<file path="src/hw/arpwm_defs.vh">
// Purpose: Offsets, field positions, reset values and timing for the autoreload PWM timer.
// Assumes: AXI4-Lite slave, 32-bit data, each 8-bit register in the low byte of one word.
// Notes:   Included by arpwm_top.v and by the checker and the test.
//
// What this block does
// - Capture flag set on capture, cleared by reading either capture byte; writes ignored.
// - Capture interrupt enable gates the capture interrupt request.
// - Counter source: 00 off, 01 lite timebase, 10 CPU clock, 11 fast input.
// - Overflow flag set at FFFh-to-reload, cleared by reading timer control status.
// - Overflow interrupt enable gates the overflow interrupt request.
// - Compare interrupt enable masks interrupts from any channel compare flag.
// - Read-only 12-bit counter increments on each selected clock tick.
// - On overflow counter reloads from the 12-bit reload value.
// - Output enable 1 gives PWM on the pin; 0 releases it to I/O.
// - One-shot enable, channel 3 register only, turns on the one_shot_trigger pulse for counter two.
// - One-shot edge selects capture input edge, effective only while one-shot enabled.
// - Channel polarity 1 inverts the PWM signal.
// - Channel compare flag set when counter equals duty, cleared by reading its register.
// - Break one source: 0 pin, 1 comparator 1.
// - Break one level: 0 low active, 1 high active.
// - Break one active set by hardware on active level; software read/write.
// - Break one pin enable allows the pin to act.
// - During break, enabled channels are forced to their break pattern bit.
// - Break two works like break one with its own bits.
// - Counter two switch picks break flag for channels 2, 3 when counter two drives.
// - Counter one switch picks break flag for channels 0, 1 and otherwise 2, 3.
// - Counter two select: channels 2, 3 from counter one (0) or two (1).
// - Per-counter break enables allow break control; both reset to one.
`ifndef ARPWM_DEFS_VH
`define ARPWM_DEFS_VH

// ***************************************************************
// Register byte addresses
// ***************************************************************
`define ARPWM_TCSR      8'h00
`define ARPWM_CNT_HI    8'h04
`define ARPWM_CNT_LO    8'h08
`define ARPWM_RLD_HI    8'h0c
`define ARPWM_RLD_LO    8'h10
`define ARPWM_OEN       8'h14
`define ARPWM_CCS0      8'h18
`define ARPWM_BRK1      8'h28
`define ARPWM_BRK2      8'h2c
`define ARPWM_DUTY_HI0  8'h30
`define ARPWM_DUTY_LO0  8'h40
`define ARPWM_BRKEN     8'h50
`define ARPWM_CAP_HI    8'h54
`define ARPWM_CAP_LO    8'h58
`define ARPWM_CNT2SEL   8'h5c

// ***************************************************************
// Field positions and reset values
// ***************************************************************
`define ARPWM_TCSR_CAPF   6
`define ARPWM_TCSR_CAPIE  5
`define ARPWM_TCSR_SRC_HI 4
`define ARPWM_TCSR_SRC_LO 3
`define ARPWM_TCSR_OVF    2
`define ARPWM_TCSR_OVFIE  1
`define ARPWM_TCSR_COMPARE_IRQ_ENABLE  0
`define ARPWM_CCS_OSEN    3
`define ARPWM_CCS_OSEDGE  2
`define ARPWM_CCS_POL     1
`define ARPWM_CCS_CMPF    0
`define ARPWM_BRK_SEL     7
`define ARPWM_BRK_LVL     6
`define ARPWM_BRK_ACT     5
`define ARPWM_BRK_PEN     4
`define ARPWM_BRKEN_RST   2'h3
`define ARPWM_MAX_COUNT   12'hfff
`define ARPWM_SRC_OFF     2'h0
`define ARPWM_SRC_LITE    2'h1
`define ARPWM_SRC_CPU     2'h2
`define ARPWM_SRC_FAST    2'h3
`define ARPWM_FAST_MHZ    32
`define ARPWM_RESP_OKAY   2'h0
`define ARPWM_RESP_SLVERR 2'h2

`endif

</file>
<file path="src/hw/arpwm_top.v">
// Purpose: Counter, compare, PWM outputs and break control of a 12-bit autoreload timer.
// Assumes: Tick inputs are one-cycle pulses synchronous to aclk; the CPU tick is every cycle.
// Notes:   Duty values load directly (no preload); counter two only selects routing here.
//
// Chosen here: the placing of the registers and the AXI4-Lite register port.
`timescale 1ns/10ps
`include "arpwm_defs.vh"

module arpwm_top #(
   parameter NCH = 4
) (
   input  wire        aclk,          // System clock, 200 MHz.
   input  wire        aresetn,       // Synchronous reset, active low.
   input  wire [7:0]  s_axi_awaddr,  // Write address.
   input  wire        s_axi_awvalid, // Write address valid.
   output wire        s_axi_awready, // Write address ready.
   input  wire [31:0] s_axi_wdata,   // Write data.
   input  wire [3:0]  s_axi_wstrb,   // Write strobes.
   input  wire        s_axi_wvalid,  // Write data valid.
   output wire        s_axi_wready,  // Write data ready.
   output reg  [1:0]  s_axi_bresp,   // Write response.
   output reg         s_axi_bvalid,  // Write response valid.
   input  wire        s_axi_bready,  // Write response ready.
   input  wire [7:0]  s_axi_araddr,  // Read address.
   input  wire        s_axi_arvalid, // Read address valid.
   output wire        s_axi_arready, // Read address ready.
   output reg  [31:0] s_axi_rdata,   // Read data.
   output reg  [1:0]  s_axi_rresp,   // Read response.
   output reg         s_axi_rvalid,  // Read data valid.
   input  wire        s_axi_rready,  // Read data ready.
   input  wire        lite_tick,     // Lite timer timebase tick.
   input  wire        fast_tick,     // Tick from the fast input clock.
   input  wire        capture_event, // Input capture strobe.
   input  wire        lite_timer_capture_input, // Capture pin level for one-shot trigger.
   input  wire        break_one_input, // Break one pin.
   input  wire        break_two_input, // Break two pin.
   input  wire        comp_one_out,  // Comparator 1 output.
   input  wire        comp_two_out,  // Comparator 2 output.
   output reg  [3:0]  pwm_out,       // PWM pin levels.
   output reg  [3:0]  pwm_pin_en,    // High while the pin is in PWM mode.
   output reg         one_shot_trigger, // Selected-edge pulse for counter two.
   output reg         overflow_irq,  // Overflow interrupt request.
   output reg         capture_irq,   // Capture interrupt request.
   output reg         compare_irq    // Compare interrupt request.
);

   // ***************************************************************
   // Register state
   // ***************************************************************
   reg [11:0] counter_one_value;
   reg [11:0] counter_one_reload;
   reg [11:0] capture_result;
   reg [11:0] channel_duty_value [0:NCH-1];
   reg [NCH-1:0] channel_polarity;
   reg [NCH-1:0] cmp_flag;
   reg [NCH-1:0] pwm_level;
   reg [7:0]  pwm_output_enables;
   reg        capture_flag;
   reg        capture_irq_enable;
   reg [1:0]  counter_source_select;
   reg        counter_one_overflow_flag;
   reg        counter_one_overflow_irq_en;
   reg        compare_irq_enable;
   reg        one_shot_enable;
   reg        one_shot_trigger_edge;
   reg [7:0]  break_one_control;
   reg [7:0]  break_two_control;
   reg [1:0]  break_enables;
   reg        counter_two_select;
   reg        cap_pin_q;

   reg        aw_held;
   reg        w_held;
   reg [7:0]  aw_addr;
   reg [31:0] w_data;
   reg [3:0]  w_strb;

   integer    i;

   function [7:0] hi_byte;
      input [11:0] v;
      begin
         hi_byte = {4'h0, v[11:8]};
      end
   endfunction

   // Per-channel registers sit one word apart from their group's base.
   function [7:0] ch_off;
      input [7:0]  base;
      input [31:0] n;
      begin
         ch_off = base + {n[5:0], 2'b00};
      end
   endfunction

   // ***************************************************************
   // AXI4-Lite handshakes
   // ***************************************************************
   assign s_axi_awready = !aw_held && !s_axi_bvalid;
   assign s_axi_wready  = !w_held && !s_axi_bvalid;
   assign s_axi_arready = !s_axi_rvalid;

   wire       wr_fire = aw_held && w_held;
   wire       rd_fire = s_axi_arvalid && !s_axi_rvalid;
   wire [7:0] rd_a    = s_axi_araddr;
   wire       wl      = w_strb[0];
   wire [7:0] wd      = w_data[7:0];

   wire rd_tcsr = rd_fire && rd_a == `ARPWM_TCSR;
   wire rd_cap  = rd_fire && (rd_a == `ARPWM_CAP_HI || rd_a == `ARPWM_CAP_LO);

   function wr_hit;
      input [7:0] a;
      begin
         wr_hit = wr_fire && wl && aw_addr == a;
      end
   endfunction

   // ***************************************************************
   // Counter and tick selection
   // ***************************************************************
   reg tick;
   always @* begin
      case (counter_source_select)
         `ARPWM_SRC_LITE: tick = lite_tick;
         `ARPWM_SRC_CPU:  tick = 1'b1;
         `ARPWM_SRC_FAST: tick = fast_tick;
         default:         tick = 1'b0;
      endcase
   end

   wire overflow = tick && counter_one_value == `ARPWM_MAX_COUNT;

   // ***************************************************************
   // Break sources
   // ***************************************************************
   wire brk1_sig = break_one_control[`ARPWM_BRK_SEL] ? comp_one_out : break_one_input;
   wire brk2_sig = break_two_control[`ARPWM_BRK_SEL] ? comp_two_out : break_two_input;
   wire brk1_hit = break_one_control[`ARPWM_BRK_PEN] &&
                   (brk1_sig == break_one_control[`ARPWM_BRK_LVL]);
   wire brk2_hit = break_two_control[`ARPWM_BRK_PEN] &&
                   (brk2_sig == break_two_control[`ARPWM_BRK_LVL]);
   wire ba1 = break_one_control[`ARPWM_BRK_ACT];
   wire ba2 = break_two_control[`ARPWM_BRK_ACT];
   wire brk_c1 = break_enables[0] && (break_two_control[0] ? ba2 : ba1);
   wire brk_c2 = break_enables[1] && (break_two_control[1] ? ba2 : ba1);
   wire brk_lo = brk_c1;
   wire brk_hi = counter_two_select ? brk_c2 : brk_c1;
   wire [3:0] oe4 = {pwm_output_enables[6], pwm_output_enables[4],
                     pwm_output_enables[2], pwm_output_enables[0]};

   // ***************************************************************
   // Main clocked process
   // ***************************************************************
   always @(posedge aclk) begin
      if (!aresetn) begin
         aw_held <= 1'b0;
         w_held <= 1'b0;
         aw_addr <= 8'h00;
         w_data <= 32'h0;
         w_strb <= 4'h0;
         s_axi_bvalid <= 1'b0;
         s_axi_bresp <= `ARPWM_RESP_OKAY;
         s_axi_rvalid <= 1'b0;
         s_axi_rresp <= `ARPWM_RESP_OKAY;
         s_axi_rdata <= 32'h0;
         counter_one_value <= 12'h000;
         counter_one_reload <= 12'h000;
         capture_result <= 12'h000;
         for (i = 0; i < NCH; i = i + 1) begin
            channel_duty_value[i] <= 12'h000;
         end
         channel_polarity <= {NCH{1'b0}};
         cmp_flag <= {NCH{1'b0}};
         pwm_level <= {NCH{1'b0}};
         pwm_output_enables <= 8'h00;
         capture_flag <= 1'b0;
         capture_irq_enable <= 1'b0;
         counter_source_select <= `ARPWM_SRC_OFF;
         counter_one_overflow_flag <= 1'b0;
         counter_one_overflow_irq_en <= 1'b0;
         compare_irq_enable <= 1'b0;
         one_shot_enable <= 1'b0;
         one_shot_trigger_edge <= 1'b0;
         break_one_control <= 8'h00;
         break_two_control <= 8'h00;
         break_enables <= `ARPWM_BRKEN_RST;
         counter_two_select <= 1'b0;
         cap_pin_q <= 1'b0;
         one_shot_trigger <= 1'b0;
      end else begin
         // Write channel capture; the response waits for both halves.
         if (s_axi_awvalid && s_axi_awready) begin
            aw_held <= 1'b1;
            aw_addr <= s_axi_awaddr;
         end
         if (s_axi_wvalid && s_axi_wready) begin
            w_held <= 1'b1;
            w_data <= s_axi_wdata;
            w_strb <= s_axi_wstrb;
         end
         if (wr_fire) begin
            aw_held <= 1'b0;
            w_held <= 1'b0;
            s_axi_bvalid <= 1'b1;
            s_axi_bresp <= `ARPWM_RESP_OKAY;
         end else if (s_axi_bvalid && s_axi_bready) begin
            s_axi_bvalid <= 1'b0;
         end

         // Register writes; low byte lane only.
         if (wr_hit(`ARPWM_TCSR)) begin
            capture_irq_enable <= wd[`ARPWM_TCSR_CAPIE];
            counter_source_select <= wd[`ARPWM_TCSR_SRC_HI:`ARPWM_TCSR_SRC_LO];
            counter_one_overflow_irq_en <= wd[`ARPWM_TCSR_OVFIE];
            compare_irq_enable <= wd[`ARPWM_TCSR_COMPARE_IRQ_ENABLE];
         end
         if (wr_hit(`ARPWM_RLD_HI)) counter_one_reload[11:8] <= wd[3:0];
         if (wr_hit(`ARPWM_RLD_LO)) counter_one_reload[7:0] <= wd;
         if (wr_hit(`ARPWM_OEN)) pwm_output_enables <= wd & 8'h55;
         if (wr_hit(`ARPWM_CNT2SEL)) counter_two_select <= wd[0];
         if (wr_hit(`ARPWM_BRKEN)) break_enables <= wd[1:0];
         if (wr_hit(`ARPWM_CCS0 + 8'h0c)) begin
            one_shot_enable <= wd[`ARPWM_CCS_OSEN];
            one_shot_trigger_edge <= wd[`ARPWM_CCS_OSEDGE];
         end
         for (i = 0; i < NCH; i = i + 1) begin
            if (wr_hit(ch_off(`ARPWM_CCS0, i)))
               channel_polarity[i] <= wd[`ARPWM_CCS_POL];
            if (wr_hit(ch_off(`ARPWM_DUTY_HI0, i)))
               channel_duty_value[i][11:8] <= wd[3:0];
            if (wr_hit(ch_off(`ARPWM_DUTY_LO0, i)))
               channel_duty_value[i][7:0] <= wd;
         end

         // Break registers; hardware set of the active bit wins over a software clear.
         if (wr_hit(`ARPWM_BRK1)) break_one_control <= wd;
         if (wr_hit(`ARPWM_BRK2)) break_two_control <= wd & 8'hf3;
         if (brk1_hit) break_one_control[`ARPWM_BRK_ACT] <= 1'b1;
         if (brk2_hit) break_two_control[`ARPWM_BRK_ACT] <= 1'b1;

         // Counter with autoreload.
         if (overflow) counter_one_value <= counter_one_reload;
         else if (tick) counter_one_value <= counter_one_value + 12'h001;

         // Flags: for overflow and compare flags, a hardware set in the same cycle as a read clear wins.
         if (rd_tcsr) counter_one_overflow_flag <= 1'b0;
         if (overflow) counter_one_overflow_flag <= 1'b1;
         if (rd_cap) capture_flag <= 1'b0;
         if (capture_event && !capture_flag) begin
            capture_flag <= 1'b1;
            capture_result <= counter_one_value;
         end
         for (i = 0; i < NCH; i = i + 1) begin
            if (rd_fire && rd_a == ch_off(`ARPWM_CCS0, i)) cmp_flag[i] <= 1'b0;
            if (tick && counter_one_value == channel_duty_value[i])
               cmp_flag[i] <= 1'b1;
            // PWM is high from reload until the duty match.
            if (overflow) pwm_level[i] <= 1'b1;
            else if (tick && counter_one_value == channel_duty_value[i])
               pwm_level[i] <= 1'b0;
         end

         // One-shot edge detect on the capture pin.
         cap_pin_q <= lite_timer_capture_input;
         one_shot_trigger <= one_shot_enable &&
            (one_shot_trigger_edge ? (lite_timer_capture_input && !cap_pin_q)
                                   : (!lite_timer_capture_input && cap_pin_q));

         // Read channel.
         if (rd_fire) begin
            s_axi_rvalid <= 1'b1;
            s_axi_rresp <= `ARPWM_RESP_OKAY;
            s_axi_rdata <= 32'h0;
            case (rd_a)
               `ARPWM_TCSR: s_axi_rdata[7:0] <= {1'b0, capture_flag, capture_irq_enable,
                  counter_source_select, counter_one_overflow_flag,
                  counter_one_overflow_irq_en, compare_irq_enable};
               `ARPWM_CNT_HI: s_axi_rdata[7:0] <= hi_byte(counter_one_value);
               `ARPWM_CNT_LO: s_axi_rdata[7:0] <= counter_one_value[7:0];
               `ARPWM_RLD_HI: s_axi_rdata[7:0] <= hi_byte(counter_one_reload);
               `ARPWM_RLD_LO: s_axi_rdata[7:0] <= counter_one_reload[7:0];
               `ARPWM_OEN: s_axi_rdata[7:0] <= pwm_output_enables;
               `ARPWM_BRK1: s_axi_rdata[7:0] <= break_one_control;
               `ARPWM_BRK2: s_axi_rdata[7:0] <= break_two_control;
               `ARPWM_BRKEN: s_axi_rdata[7:0] <= {6'h00, break_enables};
               `ARPWM_CAP_HI: s_axi_rdata[7:0] <= hi_byte(capture_result);
               `ARPWM_CAP_LO: s_axi_rdata[7:0] <= capture_result[7:0];
               `ARPWM_CNT2SEL: s_axi_rdata[7:0] <= {7'h00, counter_two_select};
               default: begin
                  s_axi_rresp <= `ARPWM_RESP_SLVERR;
                  for (i = 0; i < NCH; i = i + 1) begin
                     if (rd_a == ch_off(`ARPWM_CCS0, i)) begin
                        s_axi_rresp <= `ARPWM_RESP_OKAY;
                        s_axi_rdata[7:0] <= {4'h0,
                           (i == NCH - 1) ? one_shot_enable : 1'b0,
                           (i == NCH - 1) ? one_shot_trigger_edge : 1'b0,
                           channel_polarity[i], cmp_flag[i]};
                     end
                     if (rd_a == ch_off(`ARPWM_DUTY_HI0, i)) begin
                        s_axi_rresp <= `ARPWM_RESP_OKAY;
                        s_axi_rdata[7:0] <= hi_byte(channel_duty_value[i]);
                     end
                     if (rd_a == ch_off(`ARPWM_DUTY_LO0, i)) begin
                        s_axi_rresp <= `ARPWM_RESP_OKAY;
                        s_axi_rdata[7:0] <= channel_duty_value[i][7:0];
                     end
                  end
               end
            endcase
         end else if (s_axi_rvalid && s_axi_rready) begin
            s_axi_rvalid <= 1'b0;
         end
      end
   end

   // ***************************************************************
   // Outputs and interrupt requests
   // ***************************************************************
   // Registered so the pins never glitch when break and enables change together.
   always @(posedge aclk) begin
      if (!aresetn) begin
         pwm_out <= 4'h0;
         pwm_pin_en <= 4'h0;
         overflow_irq <= 1'b0;
         capture_irq <= 1'b0;
         compare_irq <= 1'b0;
      end else begin
         pwm_pin_en <= oe4;
         for (i = 0; i < 4; i = i + 1) begin
            if ((i < 2 ? brk_lo : brk_hi) && oe4[i])
               pwm_out[i] <= break_one_control[i];
            else
               pwm_out[i] <= oe4[i] & (pwm_level[i] ^ channel_polarity[i]);
         end
         overflow_irq <= counter_one_overflow_flag && counter_one_overflow_irq_en;
         capture_irq <= capture_flag && capture_irq_enable;
         compare_irq <= (|cmp_flag) && compare_irq_enable;
      end
   end

endmodule

</file>
<file path="config.mk">
export PLATFORM = sky130hd
export DESIGN_NAME = arpwm_top
export DESIGN_NICKNAME = d
export VERILOG_FILES = /design/src/hw/arpwm_top.v
export VERILOG_INCLUDE_DIRS = /design/src /design/src/hw
export SDC_FILE = /design/constraint.sdc
export NUM_CORES = 1
export LEC_CHECK = 0
export BUFFER_PORTS_ARGS = -buffer_cell sky130_fd_sc_hd__buf_4
export CORE_MARGIN = 2
export CORE_UTILIZATION = 50
export CTS_BUF_LIST = sky130_fd_sc_hd__clkbuf_4 sky130_fd_sc_hd__clkbuf_8
export DETAILED_ROUTE_END_ITERATION = 6
export PLACE_DENSITY = 0.71
export SLEW_MARGIN = 10
export SYNTH_ARGS = -nofsm -noshare
export SYNTH_HDL_FRONTEND = slang
export SYNTH_SLANG_ARGS = --single-unit
</file>
<file path="constraint.sdc">
create_clock -name aclk -period 4.1 [get_ports aclk]
set_input_delay 0.615 -clock aclk [delete_from_list [all_inputs] [get_ports aclk]]
set_output_delay 0.615 -clock aclk [all_outputs]
set_load 0.005 [all_outputs]
</file>
==> impl_results.md, run 1 <==
* R2R Setup Slk at between 1 and 1.5 ns
* Dpl hpwl at 18900 um
* Total of max-cap violations at 0
* GP Congestion at 1.00
* DR vias/cell at just over 6
* I/O Buffers at between 60 and 70
* FF+latch count, synth at ~170
* Power density cells at between 300 and 400 nW/um2
* Highest Clock Rate at ~340 MHz
* Worst vdd ir at approximately 0.00021 V
* Antenna violations before repair at 0
* Synthesized netlist cell count at roughly 1000
* Fin. Hold Viols at 0
* Setup WS post-layout at roughly 1.2 ns
* Total GRT Usage at roughly 30%
* Vias at approximately 7700
* Leakage power at 3.88 nW
* DRT antenna net count at 0
* Slew headroom at 22.1%
* Hold Crit Class: in2reg
* First-pass GRT wire length at 40900 um
* Final critical-path share of the clock period at 71.3%
* Min cycle time layout at a little under 3 ns
* Die ar. at about 19000 um2
* Area grow syn2layout at 9.50%
* Root buffer cell: clkbuf_8
* RSZ-0062 raised after global routing: no
* Die W at around 140 um
* Fillers at roughly 1600
* H-tree depth at 4
* DRC at 0
* Reg clk slew, reported paths at ~0.09 ns
* Total Neg Setup Slack at 0 ns
* Sequential area share after synthesis at approximately 44%
* Critical Path RT at around 4.4 ns
* Post-layout nets at between 1000 and 1500
* Final WL at 27400 um
* Yosys cell types at between 70 and 80
* Layout cells sized above 1 at 13.2%
* Post-synth top flop: dfxtp_1
* Average cell area after synthesis at between 8 and 9 um2
* Resize count post-CTS at 0
* Startpoint Class: register
* Gr ovfl total at 0
* CTS sink cnt at approximately 170
* Tot Pwr at 0.00328 W
* Starting Density at about half
* Row count at 48
* Clock Latency Late Sink at approximately 0.48 ns
* Fin Hold WS at 0.371 ns
* Largest net degree at the start of global routing at 96
* Routed WL per cell at about 22 um
* TritonCTS Buffers at 17
* EDFF count, synth at 48
* Setup CP Type: reg2reg
* Crit path max fanout at 18
* Critical path cell sequence: ha_1, and3_1, and4bb_2, and4_1, nor2b_1, o21ai_0, a21oi_1
* DR iter-0 viols at about 1100
* Synth warnings at 0
* Worst path slowest cell: dfxtp_1
* Setup-failing EPs final at 0
* Max incr delay on CP at about 0.8 ns
* Setup WS pre-CTS at 1.24 ns
* Hold_buf cts at 0
* Setup bufs post-CTS at 0
* Worst-Margin Slew at between 1 and 1.5 ns
* Ports at 120
* Synthesized area at 8850 um2
* Vias in the first global route at about 6800
* Status: completed
* Core area at 17300 um2
* WP data arrival at between 3 and 4 ns
* Crit. End Element: register
* Setup Skew at ~0.013 ns
* Clock buffer depth at 2
* Drt first pass iters at 6
* Die Height at 137 um
* Pins over their slew limit at 0
* Post-synth ARST share at 0%
* CTS tree: yes
## critical path: cells and delay by family, from the launching register on
family                     cells  cell delay (ns)
AOI/OAI and AO/OA              2             0.26
and+or+nand+nor                4             1.41
adders and majority gates      1             0.28
DFF                            1             0.81
## report_power, final
part | switching (W) | total (W) | internal [W]
Sequential | 0.0000643 | 0.00182 | 0.00175
Clock | 0.000650 | 0.00120 | 0.000545
Combinational | 0.000168 | 0.000265 | 0.0000967
## sequential cells by signal, summed over array words and instances (netlist names), 2 cells and up
register	cells
aw_addr	8
break_enables	2
break_one_control	8
break_two_control	6
capture_result	12
channel_duty_value	48
channel_polarity	4
cmp_flag	4
counter_one_reload	12
counter_one_value	12
counter_source_select	2
pwm_level	4
pwm_out	4
pwm_output_enables	4
pwm_pin_en	4
s_axi_rdata	8
w_data	8
## cells in the mapped netlist (all sizes together) (7+ instances only)
cell	n	area, um2
nand4	7	43.8
edfxtp	48	1440
nor3	10	66.3
nor4	17	121
xor2	51	447
dfxtp	121	2420
nand2b	10	62.6
a31oi	14	87.6
clkbuf	42	158
nor2	78	303
buf	56	365
mux2i	46	460
nor2b	8	50.1
and2	60	375
nand2	128	488
nand3	33	165
o21ai	44	220
a22oi	12	90.1
a21oi	84	420
and3	8	50.1
o22ai	9	56.3
## metal layers
| layer | track usage (%) | part of all wire (%) |
|---|---|---|
| met5 | 0 | 0 |
| met4 | 11.3 | 3.2 |
| met3 | 7.04 | 12 |
| met2 | 44.2 | 43 |
| met1 | 41.9 | 41 |
## metrics by stage
| step | instances | util, % | area [um2] |
|---|---|---|---|
| 3_3_place_gp | 1224 | 53.7 | 9300 |
| 2_1_floorplan | 1019 | - | 8950 |
| 6_report | 1256 | 56.0 | 9690 |
| 4_1_cts | 1255 | 56.0 | 9690 |
| 5_1_grt | 1255 | 56.0 | 9690 |
| 3_5_place_dp | 1224 | 53.7 | 9300 |
## final timing paths
path                                                         from                           endpoint  cells past startpoint
worst max-delay path            counter_one_value[1]$_SDFFE_PN0P_  counter_one_value[3]$_SDFFE_PN0P_                      7
worst min-delay path                     lite_timer_capture_input               cap_pin_q$_SDFF_PN0_                      2
worst max register to register  counter_one_value[1]$_SDFFE_PN0P_  counter_one_value[3]$_SDFFE_PN0P_                      7
worst min register to register     capture_result[9]$_SDFFE_PN0P_     capture_result[9]$_SDFFE_PN0P_                      2
## area by class of cell
cell class | instances | area, um2 | area share (%)
Sequential cell | 169 | 3860 | 39.9
Clock buffer | 21 | 283 | 2.92
Multi-Input combinational cell | 746 | 4540 | 46.9
Inverter | 6 | 22.5 | 0.232
Tap cell | 225 | 282 | 2.91
Antenna cell | 1 | 2.50 | 0.0258
Timing Repair Buffer | 78 | 586 | 6.04
Clock inverter | 10 | 108 | 1.11
## cell families (layout without fill, tap and decap cells)
logic type                 after synthesis  in the layout  share of synthesized area (%)
other                                    1             28                         0.0424
DFF                                    169            169                           43.7
xor gates and xnor gates                55             55                           5.44
and+or+nand+nor                        394            394                           23.4
AOI/OAI and AO/OA                      219            219                           15.5
muxes                                   50             50                           5.71
buffers and inverters                  104            115                           6.17
adders and majority gates                1              1                          0.141
## cell usage in the layout, fill, tap and decap left out, drive strengths merged, types with 3 or more instances in the layout
cell type    n
and4         4
mux2         4
clkinv       3
o22ai        9
a211oi       4
a22oi       12
nor2b        8
a311oi       5
inv         10
a32oi        6
nand2      128
and2        60
a22o         6
or2          3
nand2b      10
xnor2        4
nand4        7
nor3        10
dfxtp      121
o2bb2ai      3
nor4b        6
buf         78
mux2i       46
o22a         4
clkbuf      21
nor3b        5
or3          6
o221ai       4
nand3       33
nor4        17
o21ai       44
edfxtp      48
xor2        51
o211a        3
a21oi       84
or4b         3
nor2        78
a31oi       14
conb        27
and3         8
Power figures use the tool's default switching activity.
==> inputs of run 2 (changes only) <==
--- a/config.mk
+++ b/config.mk
@@ -11,7 +11,7 @@
 export CORE_UTILIZATION = 50
 export CTS_BUF_LIST = sky130_fd_sc_hd__clkbuf_4 sky130_fd_sc_hd__clkbuf_8
 export DETAILED_ROUTE_END_ITERATION = 6
-export PLACE_DENSITY = 0.71
+export PLACE_DENSITY = 0.74
 export SLEW_MARGIN = 10
 export SYNTH_ARGS = -nofsm -noshare
 export SYNTH_HDL_FRONTEND = slang
==> constraint.sdc (replaced) <==
create_clock -name aclk -period 2.4 [get_ports aclk]
set_input_delay 0.36 -clock aclk [delete_from_list [all_inputs] [get_ports aclk]]
set_output_delay 0.36 -clock aclk [all_outputs]
set_load 0.005 [all_outputs]
==> run 2 against run 1 <==
Net effect:
- the run now ends with DRC left
- sequential share of layout area decreased by 1.6 points
- largest cell class unchanged
- clock power is 81% higher
- setup slack lost 0.98 ns
- combinational power increased by 87%
- core utilization is 2.3 points higher
- sequential power rose by 70%
- clock skew increased by 0.0032 ns
==> impl_results.md, run 2 (synthesis results as in run 1) <==
* DP Area at 9670 um2 (+4.0%)
* Critical Path RT at 2.59 ns (-1.83 ns)
* Row count at 48 (unchanged)
* H-tree depth at 4 (unchanged)
* Clock buffer depth at 2 (unchanged)
* I/O Buffers at 65 (unchanged)
* Post-Layout Cell Count at 1301 (+3.6%)
* Status: finished with violations
* Die Height at 137 um (unchanged)
* Int Pwr at 0.00416 W (+74%)
* Fin util at 58.3% (+2.3 points)
* Final instance area at 10100 um2 (+4.1%)
* CTS sink cnt at 169 (unchanged)
* Crit path max fanout at 8 (-10)
* Pins over their slew limit at 0 (unchanged)
* Part of the power in combinational logic at 8.6% (+0.5 points)
* Drt first pass iters at 7 (+1)
* Core area at 17300 um2 (unchanged)
* Final critical-path share of the clock period at 91.6% (+20 points)
* Reg clk slew, reported paths at 0.10 ns (about the same)
* Hold_buf cts at 0 (unchanged)
* Clock Power Share at 37.7% (+1.2 points)
* RSZ-0062 raised after global routing: no
* Commonest cells after routing, fill and taps aside: nand2_1, dfxtp_1, buf_4
* Gr ovfl total at 0 (unchanged)
* Resize count post-CTS at 0 (unchanged)
* WP data arrival at 2.39 ns (-0.85 ns)
* Leakage power at 4.13 nW (+6.4%)
* Setup-failing EPs final at 0 (unchanged)
* Clock Latency Late Sink at 0.48 ns (about the same)
* Starting Density at 51.2% (unchanged)
* Highest Clock Rate at 455 MHz (+33%)
* Largest register FFs at 48 (unchanged)
* Setup bufs post-CTS at 0 (unchanged)
* Power density cells at 571 nW/um2 (+69%)
* DRC at 1 (+1)
* Min cycle time layout at 2.20 ns (-0.725 ns)
* Largest Register: channel_duty_value
* Hold Crit Class: in2reg
* Layout cells sized above 1 at 16.8% (+3.6 points)
* Worst vdd ir at 0.000471 V (+120%)
* First-pass GRT wire length at 41900 um (+2.5%)
* DR vias/cell at 6.13 (-0.20%)
* Routed WL per cell at 21.4 um (-1.8%)
* Area grow syn2layout at 14.0%
* Root buffer cell: clkbuf_8
* Die W at 137 um (unchanged)
* Startpoint Class: register
* DR iter-0 viols at 999 (-7.7%)
* Final WL at 27900 um (+1.8%)
* Total of max-cap violations at 0 (unchanged)
* Setup WS post-layout at 0.201 ns (-0.975 ns)
* Antenna violations before repair at 0 (unchanged)
* Switching share of power at 27.9% (+0.95 points)
* Vias in the first global route at 7197 (+5.4%)
* Total GRT Usage at 30.3% (+0.60 points)
* Setup CP Type: reg2reg
* Setup Skew at 0.0159 ns (+0.00315 ns)
* CTS tree: yes
* Commonest non-fill, non-tap cell in the layout: nand2_1
* Fillers at 1564 (-1.6%)
* Post-layout nets at 1131 (+4.1%)
* Die ar. at 18800 um2 (unchanged)
* Ports at 120 (unchanged)
* Fin. Hold Viols at 0 (unchanged)
* DRT antenna net count at 0 (unchanged)
* Dpl hpwl at 20000 um (+6.0%)
* Failing checks: DRC
* Worst-Margin Slew at 1.07 ns (-0.0841 ns)
* TritonCTS Buffers at 17 (unchanged)
* Sw power at 0.00161 W (+82%)
* Slew headroom at 28.5% (+6.4 points)
* Crit. End Element: register
* Final antenna diode count at 0 (-1)
* Vias at 7971 (+3.4%)
* Largest net degree at the start of global routing at 96 (unchanged)
* Total Neg Setup Slack at 0 ns (unchanged)
* Seq pwr share at 53.7% (-1.7 points)
* Placed cell count at 1269 (+3.7%)
* Setup WS pre-CTS at 0.209 ns (-1.04 ns)
* GP Congestion at 1.03 (+3.1%)
## run 2: power by group through the flow
stage | Clock (W) | Sequential, W | Combinational [W]
finish | 0.00217 | 0.00309 | 0.000496
global route | 0.00229 | 0.00310 | 0.000541
CTS | 0.00218 | 0.00309 | 0.000489
detailed placement | 0 | 0.00316 | 0.000486
global placement | 0 | 0.00315 | 0.000482
floorplan | 0 | 0.00310 | 0.000336
## run 2: routing by layer
metal | vias up | share of wire [%] | track usage (%)
met5 | - | 0 | 0
met4 | 0 | 3.2 | 11.5
met3 | 76 | 12 | 9.33
met2 | 498 | 44 | 46.0
met1 | 3782 | 41 | 40.5
li1 | 3615 | - | -
## run 2: final cells by class
type / count / area [um2] / area share, %
Tap cell: 225 / 282 / 2.79
Multi-Input combinational cell: 746 / 4540 / 45.0
Inverter: 6 / 22.5 / 0.223
Clock buffer: 17 / 234 / 2.32
Clock inverter: 15 / 183 / 1.81
Sequential cell: 169 / 3860 / 38.3
Timing Repair Buffer: 123 / 961 / 9.53
## run 2: stage by stage
| stage | hold WS [ns] | power [W] |
|---|---|---|
| final | 0.117 | 0.00577 |
| after global routing | 0.119 | 0.00594 |
| after CTS | 0.107 | 0.00576 |
| after detailed placement | 0.448 | 0.00364 |
| after global placement | 0.441 | 0.00364 |
| after floorplan | 0.427 | 0.00343 |
## run 2: critical path, stage by stage, from the launching register on
cell and delay (ns):
dfxtp_1 0.38, nand2_1 0.10, or4b_1 0.67, or3_4 0.42, o21ai_1 0.15, buf_4 0.18
## run 2: final timing paths
kind	depth (start not counted)	start	slack [ns]	to
hold / removal	3	s_axi_wdata[2]	0.12	w_data[2]$_SDFFE_PN0P_
setup reg to reg	5	aw_held$_SDFFE_PP0P_	0.20	channel_duty_value[0][4]$_SDFFCE_PN0P_
hold reg to reg	2	capture_result[11]$_SDFFE_PN0P_	0.46	capture_result[11]$_SDFFE_PN0P_
setup / recovery	5	aw_held$_SDFFE_PP0P_	0.20	channel_duty_value[0][4]$_SDFFCE_PN0P_
==> inputs of run 3 (changes only) <==
--- a/config.mk
+++ b/config.mk
@@ -11,7 +11,7 @@
 export CORE_UTILIZATION = 50
 export CTS_BUF_LIST = sky130_fd_sc_hd__clkbuf_4 sky130_fd_sc_hd__clkbuf_8
 export DETAILED_ROUTE_END_ITERATION = 6
-export PLACE_DENSITY = 0.74
+export PLACE_DENSITY = 0.71
 export SLEW_MARGIN = 10
 export SYNTH_ARGS = -nofsm -noshare
 export SYNTH_HDL_FRONTEND = slang
==> constraint.sdc (replaced) <==
create_clock -name aclk -period 2.6 [get_ports aclk]
set_input_delay 0.39 -clock aclk [delete_from_list [all_inputs] [get_ports aclk]]
set_output_delay 0.39 -clock aclk [all_outputs]
set_load 0.005 [all_outputs]
==> run 3 against run 2 <==
Net effect:
- the flow now finishes without violations
- worst hold slack gained 0.020 ns
- sequential share of layout area grew 0.41 points
- final area shrank 1.1%
- maximum frequency shrank 6.8%
- register-to-register slack gained 0.04 ns
- total power shrank 8.5%
- combinational power shrank 10%
- global-route usage shrank 0.33 points
- non-clock buffer count shrank 9
- final cell count shrank 0.69%
- setup slack gained 0.040 ns
- critical endpoint is now channel_duty_value[0][11]$_SDFFCE_PN0P_
==> impl_results.md, run 3 (synthesis results as in run 1) <==
* Status: completed
* Pins over their slew limit at 0 (unchanged)
* Power density cells at 529 nW/um2 (-7.5%)
* Drt first pass iters at 5 (-2)
* Setup WS pre-CTS at 0.247 ns (+0.0375 ns)
* Resize count post-CTS at 0 (unchanged)
* Setup Skew at 0.0197 ns (+0.00386 ns)
* Die W at 137 um (unchanged)
* Final antenna diode count at 0 (unchanged)
* Worst-Margin Slew at 1.08 ns (+0.00586 ns)
* Fin. Hold Viols at 0 (unchanged)
* Highest Clock Rate at 424 MHz (-6.8%)
* Final WL at 27900 um (+0.14%)
* DR iter-0 viols at 973 (-2.6%)
* Critical path cell sequence: nand2_1, or4b_1, or3_4, o21ai_0
* Largest net degree at the start of global routing at 96 (unchanged)
* I/O Buffers at 65 (unchanged)
* GP Congestion at 1.00 (-2.6%)
* Setup CP Type: reg2reg
* Reg clk slew, reported paths at 0.11 ns (about the same)
* TritonCTS Buffers at 17 (unchanged)
* Clock buffer depth at 2 (unchanged)
* Register area at 3860 um2 (unchanged)
* Startpoint Class: register
* Post-layout nets at 1122 (-0.80%)
* Gr ovfl total at 0 (unchanged)
* Total of max-cap violations at 0 (unchanged)
* Multi-input gate area at 4540 um2 (unchanged)
* Max incr delay on CP at 0.67 ns (about the same)
* H-tree depth at 4 (unchanged)
* CTS sink cnt at 169 (unchanged)
* Setup-failing EPs final at 0 (unchanged)
* Clock Latency Late Sink at 0.49 ns (about the same)
* Row count at 48 (unchanged)
* Layout cells sized above 1 at 16.2% (-0.61 points)
* Worst path slowest cell: or4b_1
* CTS tree: yes
* Largest register FFs at 48 (unchanged)
* Root buffer cell: clkbuf_8
* Commonest cells after routing, fill and taps aside: nand2_1, dfxtp_1, buf_4
* DR vias/cell at 6.05 (-1.2%)
* Top delay family on crit path: simple AND/OR/NAND/NOR gates
* Critical Path RT at 2.73 ns (+0.14 ns)
* Slew headroom at 28.1% (-0.39 points)
* Final critical-path share of the clock period at 90.7% (-0.91 points)
* Die ar. at 18800 um2 (unchanged)
* Total GRT Usage at 30.0% (-0.33 points)
* Vias at 7817 (-1.9%)
* Starting Density at 51.2% (unchanged)
* Leakage power at 4.07 nW (-1.4%)
* Routed WL per cell at 21.6 um (+0.84%)
* Min cycle time layout at 2.36 ns (+0.160 ns)
* Buf+Inv Stages, Crit Path at 0 (-1)
* Hold Crit Class: in2reg
* Core area at 17300 um2 (unchanged)
* Ports at 120 (unchanged)
* Vias in the first global route at 6975 (-3.1%)
* Dpl hpwl at 19900 um (-0.89%)
* Crit path max fanout at 5 (-3)
* Die Height at 137 um (unchanged)
* Setup WS post-layout at 0.242 ns (+0.0405 ns)
* First-pass GRT wire length at 41300 um (-1.6%)
* Commonest non-fill, non-tap cell in the layout: nand2_1
* RSZ-0062 raised after global routing: no
* Setup bufs post-CTS at 0 (unchanged)
* Area grow syn2layout at 12.8%
* Antenna violations before repair at 0 (unchanged)
* Total Neg Setup Slack at 0 ns (unchanged)
* DRT antenna net count at 0 (unchanged)
* Fillers at 1576 (+0.77%)
* Hold_buf cts at 0 (unchanged)
* WP data arrival at 2.49 ns (+0.10 ns)
* Crit. End Element: register
* DRC at 0 (-1)
* Worst vdd ir at 0.000330 V (-30%)
* Largest Register: channel_duty_value
## run 3: cell count changes in the layout (fill, tap and decap cells not counted), sizes merged
| cell | change |
|---|---|
| buf | -9 |
| bufinv | -1 |
| clkinvlp | +1 |
## run 3: metal layers
layer	track usage, %	routed length (um)
met1	41.8	11800
met2	45.0	12100
met3	8.37	3240
met4	9.79	781
met5	0	0
## run 3: stage by stage
step,instances,cell area (um2),total power (W),hold WS [ns],utilization (%)
4_1_cts,1292,9980,0.00527,0.122,57.7
3_5_place_dp,1260,9570,0.00336,0.446,55.3
5_1_grt,1292,9980,0.00544,0.133,57.7
3_3_place_gp,1260,9570,0.00335,0.440,55.3
2_1_floorplan,1019,8950,0.00317,0.427,-
6_report,1292,9980,0.00528,0.136,57.7
## run 3: worst reg2reg max path: cells and delay by family, from the launching register on
kind / cells / cell delay [ns]
simple gates: 3 / 1.19
flops: 1 / 0.38
compound gates: 1 / 0.43
## run 3: path summary, 6_finish.rpt
check / cells past startpoint / end / slack [ns] / startpoint
setup / recovery: 4 / channel_duty_value[0][11]$_SDFFCE_PN0P_ / 0.24 / w_held$_SDFFE_PP0P_
hold reg to reg: 2 / capture_result[11]$_SDFFE_PN0P_ / 0.46 / capture_result[11]$_SDFFE_PN0P_
hold / removal: 3 / w_data[5]$_SDFFE_PN0P_ / 0.14 / s_axi_wdata[5]
setup reg to reg: 4 / channel_duty_value[0][11]$_SDFFCE_PN0P_ / 0.24 / w_held$_SDFFE_PP0P_
## run 3: layout make-up
type,count,area share (%)
multi-input combinational,746,45.5
sequential,169,38.7
tap,225,2.82
timing repair buffer,114,8.57
clock inverter,15,1.81
clock buffer,17,2.34
inverter,6,0.226
## run 3: where the power goes
group	total [W]	switching, W	internal [W]
clock network	0.00197	0.00115	0.000817
registers	0.00286	0.000103	0.00276
logic	0.000444	0.000270	0.000174
